### config.mk
export PLATFORM = sky130hd
export DESIGN_NAME = output_compare_control
export DESIGN_NICKNAME = d
export VERILOG_FILES = /design/src/compare_pkg.sv /design/src/output_compare_control.sv /design/src/compare_engine.sv
export SDC_FILE = /design/constraint.sdc
export NUM_CORES = 1
export LEC_CHECK = 0
export ABC_AREA = 1
export BUFFER_PORTS_ARGS = -buffer_cell sky130_fd_sc_hd__buf_4
export CAP_MARGIN = 20
export CORE_MARGIN = 8
export CORE_UTILIZATION = 44
export DETAILED_ROUTE_END_ITERATION = 10
export PLACE_DENSITY = 0.68
export SLEW_MARGIN = 20
export SYNTH_ARGS = -nofsm -noshare
export SYNTH_HDL_FRONTEND = slang
export SYNTH_SLANG_ARGS = --single-unit
### constraint.sdc
create_clock -name aclk -period 2.4 [get_ports aclk]
set_input_delay 0.24 -clock aclk [delete_from_list [all_inputs] [get_ports aclk]]
set_output_delay 0.24 -clock aclk [all_outputs]
set_load 0.02 [all_outputs]
### src/compare_pkg.sv
// shared constants and carrier types for the output compare channel
package compare_pkg;

  // ===========================================================
  // register map (byte offsets)
  localparam logic [7:0] CONTROL_OFF   = 8'h00;
  localparam logic [7:0] PRIMARY_OFF   = 8'h10;
  localparam logic [7:0] SECONDARY_OFF = 8'h20;
  localparam logic [7:0] SECOND_GENERAL_TIMER_OFF    = 8'h30;
  localparam logic [7:0] THIRD_GENERAL_TIMER_OFF    = 8'h40;
  localparam logic [7:0] STATUS_OFF    = 8'h50;
  localparam logic [3:0] ALIAS_CLR     = 4'h4;
  localparam logic [3:0] ALIAS_SET     = 4'h8;
  localparam logic [3:0] ALIAS_INV     = 4'hC;

  // ===========================================================
  // control field positions and reset values
  localparam int ENABLE_BIT    = 15;
  localparam int IDLE_STOP_BIT = 13;
  localparam int WIDE_BIT      = 5;
  localparam int FAULT_BIT     = 4;
  localparam int TSEL_BIT      = 3;
  localparam logic [31:0] CONTROL_WMASK = 32'h0000_A02F;
  localparam logic [31:0] CONTROL_RESET = 32'h0000_0000;
  localparam logic [31:0] VALUE_RESET   = 32'h0000_0000;
  localparam logic [31:0] LOW16_MASK    = 32'h0000_FFFF;

  localparam logic [1:0] RESP_OKAY   = 2'b00;
  localparam logic [1:0] RESP_SLVERR = 2'b10;

  typedef enum logic [2:0] {
    MODE_OFF      = 3'b000,
    MODE_SET_HIGH = 3'b001,
    MODE_SET_LOW  = 3'b010,
    MODE_TOGGLE   = 3'b011,
    MODE_ONE_PULSE = 3'b100,
    MODE_PULSES   = 3'b101,
    MODE_PWM      = 3'b110,
    MODE_PWM_FLT  = 3'b111
  } compare_mode_t;

  typedef struct packed {
    logic          enable;
    logic          idle_stop;
    logic          wide_compare;
    logic          timer_select;
    compare_mode_t compare_mode;
  } control_t;

endpackage : compare_pkg

### src/output_compare_control.sv
// top: AXI4-Lite register slave for one output compare channel
//
// Implementation choices: register access over AXI4-Lite and the register offsets.
`timescale 1ns/100ps
`default_nettype none
module output_compare_control
  import compare_pkg::*;
(
  input  wire logic         aclk,
  input  wire logic         aresetn,
  input  wire logic [7:0]   s_axi_awaddr,
  input  wire logic         s_axi_awvalid,
  output logic              s_axi_awready,
  input  wire logic [31:0]  s_axi_wdata,
  input  wire logic [3:0]   s_axi_wstrb,
  input  wire logic         s_axi_wvalid,
  output logic              s_axi_wready,
  output logic [1:0]        s_axi_bresp,
  output logic              s_axi_bvalid,
  input  wire logic         s_axi_bready,
  input  wire logic [7:0]   s_axi_araddr,
  input  wire logic         s_axi_arvalid,
  output logic              s_axi_arready,
  output logic [31:0]       s_axi_rdata,
  output logic [1:0]        s_axi_rresp,
  output logic              s_axi_rvalid,
  input  wire logic         s_axi_rready,
  input  wire logic [31:0]  second_general_timer,
  input  wire logic [31:0]  third_general_timer,
  input  wire logic         idle_mode,
  input  wire logic         fault_pin,
  output logic              compare_output_pin
);

  // ===========================================================
  // state
  logic [31:0] control_q;
  logic [31:0] primary_q;
  logic [31:0] secondary_q;
  logic [7:0]  awaddr_q;
  logic        aw_held_q;
  logic [31:0] wdata_q;
  logic [3:0]  wstrb_q;
  logic        w_held_q;
  logic        bvalid_q;
  logic [1:0]  bresp_q;
  logic        rvalid_q;
  logic [31:0] rdata_q;
  logic [1:0]  rresp_q;
  logic        idle_meta_q;
  logic        idle_q;
  logic        fault_meta_q;
  logic        fault_q;
  logic        fault_status;

  // ===========================================================
  // helpers
  function automatic logic [31:0] merge(input logic [31:0] old,
                                        input logic [31:0] data,
                                        input logic [3:0]  strb);
    logic [31:0] res;
    res = old;
    for (int i = 0; i < 4; i++)
      if (strb[i]) res[i*8 +: 8] = data[i*8 +: 8];
    return res;
  endfunction

  // plain write, or clear/set/invert of the ones written at an alias
  function automatic logic [31:0] alias_apply(input logic [31:0] old,
                                              input logic [31:0] data,
                                              input logic [3:0]  strb,
                                              input logic [3:0]  sub);
    logic [31:0] m;
    m = merge(32'h0000_0000, data, strb);
    if (sub == ALIAS_CLR)      return old & ~m;
    else if (sub == ALIAS_SET) return old | m;
    else if (sub == ALIAS_INV) return old ^ m;
    else                       return merge(old, data, strb);
  endfunction

  // ===========================================================
  // pin synchronisers
  always_ff @(posedge aclk) begin
    if (!aresetn) begin
      idle_meta_q  <= 1'b0;
      idle_q       <= 1'b0;
      fault_meta_q <= 1'b0;
      fault_q      <= 1'b0;
    end else begin
      idle_meta_q  <= idle_mode;
      idle_q       <= idle_meta_q;
      fault_meta_q <= fault_pin;
      fault_q      <= fault_meta_q;
    end
  end

  // ===========================================================
  // write path: address and data taken in either order
  wire        aw_take  = s_axi_awvalid && !aw_held_q && !bvalid_q;
  wire        w_take   = s_axi_wvalid && !w_held_q && !bvalid_q;
  wire [7:0]  wr_addr  = aw_held_q ? awaddr_q : s_axi_awaddr;
  wire [31:0] wr_data  = w_held_q ? wdata_q : s_axi_wdata;
  wire [3:0]  wr_strb  = w_held_q ? wstrb_q : s_axi_wstrb;
  wire        wr_fire  = (aw_held_q || aw_take) && (w_held_q || w_take);
  wire [7:0]  wr_base  = {wr_addr[7:4], 4'h0};
  wire [3:0]  wr_sub   = wr_addr[3:0];
  wire        wr_ctrl  = wr_base == CONTROL_OFF;
  wire        wr_prim  = wr_base == PRIMARY_OFF;
  wire        wr_sec   = wr_base == SECONDARY_OFF;
  wire        wr_ok    = wr_sub[1:0] == 2'b00 && (wr_ctrl || wr_prim || wr_sec);

  assign s_axi_awready = !aw_held_q && !bvalid_q;
  assign s_axi_wready  = !w_held_q && !bvalid_q;
  assign s_axi_bvalid  = bvalid_q;
  assign s_axi_bresp   = bresp_q;

  wire [31:0] ctrl_next = alias_apply(control_q, wr_data, wr_strb, wr_sub)
                          & CONTROL_WMASK;

  always_ff @(posedge aclk) begin
    if (!aresetn) begin
      aw_held_q <= 1'b0;
      w_held_q  <= 1'b0;
      awaddr_q  <= 8'h00;
      wdata_q   <= 32'h0000_0000;
      wstrb_q   <= 4'h0;
      bvalid_q  <= 1'b0;
      bresp_q   <= RESP_OKAY;
    end else begin
      if (wr_fire) begin
        aw_held_q <= 1'b0;
        w_held_q  <= 1'b0;
        bvalid_q  <= 1'b1;
        bresp_q   <= wr_ok ? RESP_OKAY : RESP_SLVERR;
      end else begin
        if (aw_take) begin
          aw_held_q <= 1'b1;
          awaddr_q  <= s_axi_awaddr;
        end
        if (w_take) begin
          w_held_q <= 1'b1;
          wdata_q  <= s_axi_wdata;
          wstrb_q  <= s_axi_wstrb;
        end
        if (bvalid_q && s_axi_bready) bvalid_q <= 1'b0;
      end
    end
  end

  // ===========================================================
  // registers
  always_ff @(posedge aclk) begin
    if (!aresetn) begin
      control_q   <= CONTROL_RESET;
      primary_q   <= VALUE_RESET;
      secondary_q <= VALUE_RESET;
    end else if (wr_fire && wr_ok) begin
      if (wr_ctrl) control_q <= ctrl_next;
      if (wr_prim)
        primary_q <= alias_apply(primary_q, wr_data, wr_strb, wr_sub);
      if (wr_sec)
        secondary_q <= alias_apply(secondary_q, wr_data, wr_strb, wr_sub);
    end
  end

  // ===========================================================
  // channel control
  control_t    ctrl;
  assign ctrl = '{enable:       control_q[ENABLE_BIT],
                  idle_stop:    control_q[IDLE_STOP_BIT],
                  wide_compare: control_q[WIDE_BIT],
                  timer_select: control_q[TSEL_BIT],
                  compare_mode: compare_mode_t'(control_q[2:0])};

  wire run = ctrl.enable && !(ctrl.idle_stop && idle_q);
  wire [31:0] timer_value = ctrl.timer_select ? third_general_timer
                                              : second_general_timer;

  compare_engine engine (
    .aclk                    (aclk),
    .aresetn                 (aresetn),
    .ctrl                    (ctrl),
    .run                     (run),
    .timer_value             (timer_value),
    .primary_compare_value   (primary_q),
    .secondary_compare_value (secondary_q),
    .fault_sync              (fault_q),
    .compare_output_pin      (compare_output_pin),
    .fault_status            (fault_status)
  );

  // ===========================================================
  // read path; any alias of a register reads the register itself
  wire [7:0]  rd_base = {s_axi_araddr[7:4], 4'h0};
  wire [31:0] ctrl_view = (control_q & CONTROL_WMASK)
                          | ({31'h0, fault_status} << FAULT_BIT);
  wire        rd_ok = s_axi_araddr[1:0] == 2'b00 &&
                      (rd_base == CONTROL_OFF || rd_base == PRIMARY_OFF ||
                       rd_base == SECONDARY_OFF);
  wire [31:0] rd_val =
    rd_base == CONTROL_OFF   ? ctrl_view :
    rd_base == PRIMARY_OFF   ? primary_q :
    rd_base == SECONDARY_OFF ? secondary_q : 32'h0000_0000;

  assign s_axi_arready = !rvalid_q;
  assign s_axi_rvalid  = rvalid_q;
  assign s_axi_rdata   = rdata_q;
  assign s_axi_rresp   = rresp_q;

  always_ff @(posedge aclk) begin
    if (!aresetn) begin
      rvalid_q <= 1'b0;
      rdata_q  <= 32'h0000_0000;
      rresp_q  <= RESP_OKAY;
    end else if (s_axi_arvalid && !rvalid_q) begin
      rvalid_q <= 1'b1;
      rdata_q  <= rd_ok ? rd_val : 32'h0000_0000;
      rresp_q  <= rd_ok ? RESP_OKAY : RESP_SLVERR;
    end else if (rvalid_q && s_axi_rready) begin
      rvalid_q <= 1'b0;
    end
  end

  // ===========================================================
  // checks
  // last cycle's write data, for the alias check one edge later
  logic [31:0] wr_data_past_q;
  always_ff @(posedge aclk) wr_data_past_q <= wr_data;

  a_reserved_zero: assert property (@(posedge aclk) disable iff (!aresetn)
    (control_q & ~CONTROL_WMASK) == 32'h0000_0000)
    else $error("reserved control bit became set");
  a_alias_set: assert property (@(posedge aclk) disable iff (!aresetn)
    wr_fire && wr_ctrl && wr_sub == ALIAS_SET && wr_strb == 4'hF
    |=> (control_q & (wr_data_past_q & CONTROL_WMASK))
        == (wr_data_past_q & CONTROL_WMASK))
    else $error("set alias did not set bits");

endmodule : output_compare_control
`default_nettype wire

### src/compare_engine.sv
// pin engine: compares the timer against both values and shapes the pin
`timescale 1ns/100ps
`default_nettype none
module compare_engine
  import compare_pkg::*;
(
  input  wire logic            aclk,
  input  wire logic            aresetn,
  input  wire compare_pkg::control_t ctrl,
  input  wire logic            run,
  input  wire logic [31:0]     timer_value,
  input  wire logic [31:0]     primary_compare_value,
  input  wire logic [31:0]     secondary_compare_value,
  input  wire logic            fault_sync,
  output logic                 compare_output_pin,
  output logic                 fault_status
);

  logic        pin_q;
  logic        pin_d;
  logic        done_q;
  logic        done_d;
  logic        fault_q;
  logic        fault_d;
  logic [2:0]  mode_q;
  wire  [31:0] mask;
  wire         hit_primary;
  wire         hit_secondary;
  wire         mode_change;
  wire         pwm_mode;

  // narrow mode only looks at low halves of timer and values
  assign mask = ctrl.wide_compare ? 32'hFFFF_FFFF : LOW16_MASK;
  assign hit_primary = run &&
    ((timer_value & mask) == (primary_compare_value & mask));
  assign hit_secondary = run &&
    ((timer_value & mask) == (secondary_compare_value & mask));
  assign mode_change = (mode_q != ctrl.compare_mode) || !ctrl.enable;
  assign pwm_mode = ctrl.compare_mode[2] && ctrl.compare_mode[1];

  // ===========================================================
  // pin behaviour
  always_comb begin
    pin_d  = pin_q;
    done_d = done_q;
    if (!ctrl.enable) begin
      pin_d  = 1'b0;
      done_d = 1'b0;
    end else if (mode_change) begin
      done_d = 1'b0;
      case (ctrl.compare_mode)
        MODE_SET_LOW:   pin_d = 1'b1;
        MODE_SET_HIGH,
        MODE_ONE_PULSE,
        MODE_PULSES:    pin_d = 1'b0;
        MODE_PWM,
        MODE_PWM_FLT:   pin_d = 1'b0;
        default:        pin_d = pin_q;
      endcase
    end else begin
      case (ctrl.compare_mode)
        MODE_SET_HIGH: if (hit_primary) pin_d = 1'b1;
        MODE_SET_LOW:  if (hit_primary) pin_d = 1'b0;
        MODE_TOGGLE:   if (hit_primary) pin_d = !pin_q;
        MODE_ONE_PULSE: begin
          if (hit_primary && !done_q) pin_d = 1'b1;
          if (hit_secondary && pin_q) begin
            pin_d  = 1'b0;
            done_d = 1'b1;
          end
        end
        MODE_PULSES: begin
          if (hit_primary) pin_d = 1'b1;
          if (hit_secondary) pin_d = 1'b0;
        end
        MODE_PWM,
        MODE_PWM_FLT: begin
          if (hit_primary) pin_d = 1'b1;
          if (hit_secondary) pin_d = 1'b0;
          if (ctrl.compare_mode == MODE_PWM_FLT && (fault_sync || fault_q))
            pin_d = 1'b0;
        end
        default: pin_d = pin_q;
      endcase
    end
  end

  // fault latches in fault mode and is cleared only by hardware, on leaving it or when the channel is disabled
  always_comb begin
    fault_d = fault_q;
    if (ctrl.compare_mode != MODE_PWM_FLT || !ctrl.enable)
      fault_d = 1'b0;
    else if (fault_sync)
      fault_d = 1'b1;
  end

  always_ff @(posedge aclk) begin
    if (!aresetn) begin
      pin_q   <= 1'b0;
      done_q  <= 1'b0;
      fault_q <= 1'b0;
      mode_q  <= MODE_OFF;
    end else begin
      pin_q   <= pin_d;
      done_q  <= done_d;
      fault_q <= fault_d;
      mode_q  <= ctrl.enable ? ctrl.compare_mode : MODE_OFF;
    end
  end

  assign compare_output_pin = pin_q;
  assign fault_status = fault_q && ctrl.compare_mode == MODE_PWM_FLT;

  // ===========================================================
  // checks
  a_fault_sticky: assert property (@(posedge aclk) disable iff (!aresetn)
    fault_q && $stable(ctrl) |=> fault_q)
    else $error("fault flag dropped while mode held");
  a_fault_mode_only: assert property (@(posedge aclk) disable iff (!aresetn)
    ctrl.compare_mode != MODE_PWM_FLT
    |-> !fault_status ##1 !fault_q)
    else $error("fault flag visible outside fault mode");
  a_set_high: assert property (@(posedge aclk) disable iff (!aresetn)
    ctrl.enable && ctrl.compare_mode == MODE_SET_HIGH && !mode_change
    && hit_primary |=> compare_output_pin)
    else $error("set-high compare did not raise pin");
  a_set_low: assert property (@(posedge aclk) disable iff (!aresetn)
    ctrl.enable && ctrl.compare_mode == MODE_SET_LOW && !mode_change
    && hit_primary |=> !compare_output_pin)
    else $error("set-low compare did not drop pin");
  a_toggle_flip: assert property (@(posedge aclk) disable iff (!aresetn)
    ctrl.enable && ctrl.compare_mode == MODE_TOGGLE && !mode_change
    && hit_primary |=> compare_output_pin != $past(compare_output_pin))
    else $error("toggle compare did not flip pin");
  a_disabled_low: assert property (@(posedge aclk) disable iff (!aresetn)
    !ctrl.enable |=> !compare_output_pin)
    else $error("pin not low while disabled");
  a_off_holds: assert property (@(posedge aclk) disable iff (!aresetn)
    ctrl.enable && ctrl.compare_mode == MODE_OFF
    && $past(ctrl.compare_mode) == MODE_OFF && $past(ctrl.enable)
    |-> $stable(compare_output_pin))
    else $error("pin moved in off mode");
  a_fault_forces: assert property (@(posedge aclk) disable iff (!aresetn)
    ctrl.enable && ctrl.compare_mode == MODE_PWM_FLT && !mode_change
    && fault_sync |=> !compare_output_pin && fault_q)
    else $error("fault did not force pin low");
  a_pwm_rise: assert property (@(posedge aclk) disable iff (!aresetn)
    ctrl.enable && ctrl.compare_mode == MODE_PWM && !mode_change
    && hit_primary && !hit_secondary |=> compare_output_pin)
    else $error("pwm did not rise at primary match");
  a_pwm_fall: assert property (@(posedge aclk) disable iff (!aresetn)
    ctrl.enable && pwm_mode && !mode_change && hit_secondary
    |=> !compare_output_pin)
    else $error("pwm did not fall at secondary match");
  a_init_low: assert property (@(posedge aclk) disable iff (!aresetn)
    ctrl.enable && mode_change && ctrl.compare_mode[2] |=>
    !compare_output_pin)
    else $error("pulse mode did not start low");

endmodule : compare_engine
`default_nettype wire

==> run metrics <==
endpoint class of the critical path flop; I/O pins 167; Synth warnings 0; nets@finish ~2,300; Crit Path Max Fanout 7; CP Launch Type flop; TritonCTS clock tree built; Clock Tree Buf Depth 2; Area growth, synth to finish 19.63%; Compound-Gate Fraction of Synth Area a little over a fifth; DP HPWL around 33 mm; first-pass GRT wire length between 60 and 70 mm; H-tree depth 4; Hold Violations, Final 0; GRT met1 Usage 35.52%; final antenna-violating net count 0; Multi-input gate area between 0.008 and 0.009 mm^2; PD cells ~510 mW/mm^2; Hold Crit Class input port to flop; Reg clk slew, reported paths about 0.080 ns; largest net degree at the start of global routing 70; Synth Area in XOR/XNOR less than 1%; met3 GRT Util 4.666%; met2 usage 39.01%; period utilization 96.29%; RSZ-0062 raised after global routing yes; core area around 0.028 mm^2; Antenna diodes 0; Avg Inst Size Synth 6.739 um^2; initial core utilization approximately 45%; Post-Route WL roughly 45 mm; Wirelength per Cell about 19 um; die width roughly 180 um; Seq/Total Area, Yosys between 20% and 30%; Worst Path Required between 2 and 3 ns; cell accounting for the most synthesized area dfxtp_1; prevailing post-synth register cell dfxtp_1; clock sinks around 160; status finished, final reports clean; Slew HR between 50% and 60%; share of layout cells above drive strength 1 16.32%; number of buffers created by CTS 17; Layout fillers roughly 2,800; critical path class flop to flop; clock root buffer clkbuf_16; Post-Synth Adder-Cell Area 14.22%; later-pin clock latency in the skew report ~0.44 ns; DRT iter0 DRCs 961; setup TNS 0 ns; post-synthesis mux area share 0.4006%; drc violations 0; Congestion Overflow GR 0; grt peak-use layer met2; WP data arrival around 2.7 ns; Synth Cell Area between 0.01 and 0.015 mm^2; post-layout minimum cycle time 2.311 ns; synthesis-stage register bit count 163; P_leak a little under 7 nW; number of global-route vias before repair 12,580; Rows between 60 and 70; GP Congestion around 0.99; flip-flop and latch area 0.003267 mm^2; largest cells by area after synthesis dfxtp_1 26%, nand2_1 18%, ha_1 14%; vias between 10,000 and 15,000; post-synthesis cell count roughly 1,900; Post-Route Utilization between 50% and 60%; Die H between 150 and 200 um; EDFF count, synth 0; drt via density 5.621; Max Slew Vio Count 0; Peak Freq ~430 MHz; I/O Buffers between 150 and 200; Worst Clk Skew approximately 0.014 ns; ys async rst share 0%; Synth top area share a little over a quarter; initial antenna violation count 0; Die Area 0.03404 mm^2; Synth Area in Simple Gates between 20% and 30%; Max Cap Viol 0; gr usage total about 26%; maximum VDD drop roughly 0.37 mV; Worst Tran Pin Value between 0.6 and 0.7 ns; final setup fails 0; Distinct cells, synth 48; largest family of logic cells by synthesized area simple AND/OR/NAND/NOR gates; drt pass-1 iters 7
## timing repair
item / CTS / global route
setup endpoints to repair: 0 / 54
setup buffers: 0 / 0
gates resized for setup: 0 / 11
hold endpoints to repair: 2 / 0
hold buffers: 2 / 0
## metal layers
| layer | part of all wire, % | vias to the layer above | wire length, um |
|---|---|---|---|
| li1 | - | 6485 | - |
| met2 | 42 | 611 | 18930 |
| met1 | 44 | 6233 | 19770 |
| met4 | 2.9 | 0 | 1298 |
| met5 | 0 | - | 0 |
| met3 | 10 | 93 | 4591 |
## where the power goes
group	leakage [nW]	internal [mW]	switching, mW
Clock	0.273	1.56	1.23
Sequential	1.32	2.82	0.0677
Combinational	5.22	0.720	1.24
Total	6.82	5.11	2.53
## kinds of logic after synthesis
kind of cell             count (synthesis)
AO/OA/AOI/OAI                          398
XOR/XNOR                                 1
adder cells (fa/ha/maj)                142
buffers and inverters                  255
flip-flops                             163
multiplexers                             5
other                                    1
AND/OR/NAND/NOR                        889
## layout by cell type (no fill, tap or decap), types with 5 or more instances in the layout
cell type	instances
a211oi_1	6
a21oi_1	76
a221oi_1	14
a221oi_2	22
a22oi_1	64
a31oi_1	33
buf_12	14
buf_4	207
clkbuf_16	18
dfxtp_1	160
ha_1	142
inv_1	139
inv_2	10
mux2i_1	5
nand2_1	582
nand2_2	8
nand3_1	97
nand4_1	18
nor2_1	153
nor2_2	7
nor2_4	6
o21ai_0	126
o21ai_1	8
o221ai_1	6
o22ai_1	31
## final cells by class
class / count / share of cell area [%]
tap: 378 / 3.165
timing repair buffer: 226 / 12.72
clock buffer: 20 / 2.989
inverter: 153 / 3.859
sequential: 163 / 21.86
multi-input combinational: 1437 / 54.55
clock inverter: 11 / 0.8539
## synth_stat cells, types with 10 or more instances
cell and count:
nand2_1 583, dfxtp_1 163, nor2_1 158, ha_1 142, inv_1 139, o21ai_0 127, nand3_1 97, a21oi_1 76
a22oi_1 64, clkbuf_1 56, a31oi_1 33, o22ai_1 31, a221oi_2 22, buf_2 20, nand4_1 18, a221oi_1 14
buf_4 11, buf_6 10, inv_2 10
## worst paths after layout
check / startpoint / to / slack [ns] / cells after the start
worst min register to register: fault_meta_q$_SDFF_PN0_ / fault_q$_SDFF_PN0_ / 0.42 / 2
worst max register to register: w_held_q$_SDFFE_PP0P_ / secondary_q[0]$_SDFFE_PN0P_ / 0.09 / 10
worst min-delay path: s_axi_wdata[10] / wdata_q[10]$_SDFFE_PN0P_ / 0.03 / 3
worst max-delay path: w_held_q$_SDFFE_PP0P_ / secondary_q[0]$_SDFFE_PN0P_ / 0.09 / 10
## state kept, by name (all words and copies together) (netlist names), 3 cells and up
| signal | cells |
|---|---|
| wdata_q | 32 |
| s_axi_rdata | 32 |
| control_q | 7 |
| primary_q | 32 |
| awaddr_q | 8 |
| secondary_q | 32 |
| wstrb_q | 4 |
| engine.mode_q | 3 |
## stage by stage
step | hold WS (ns) | power, mW | setup slack (ns) | instances | instance area, um^2
after global routing | 0.03928 | 7.994 | -0.04154 | 2388 | 14950
after detailed placement | 0.4034 | 4.865 | 0.07797 | 2354 | 14300
after floorplan | 0.3376 | 4.169 | 0.2516 | 1855 | 12500
after CTS | 0.02378 | 7.640 | 0.06707 | 2387 | 14890
final | 0.03435 | 7.640 | 0.08893 | 2388 | 14950
after global placement | 0.4059 | 4.805 | 0.1529 | 2354 | 14300
## worst max-delay path: stages (launching register included)
cell	delay, ns
dfxtp_1	0.41
inv_1	0.11
or2_2	0.27
o21ai_0	0.21
inv_1	0.23
nand2_1	0.33
ha_1	0.18
nand2_1	0.05
a22oi_1	0.16
nand2_1	0.09
a221oi_2	0.20
Note: power is estimated with default switching activity, not from simulation.
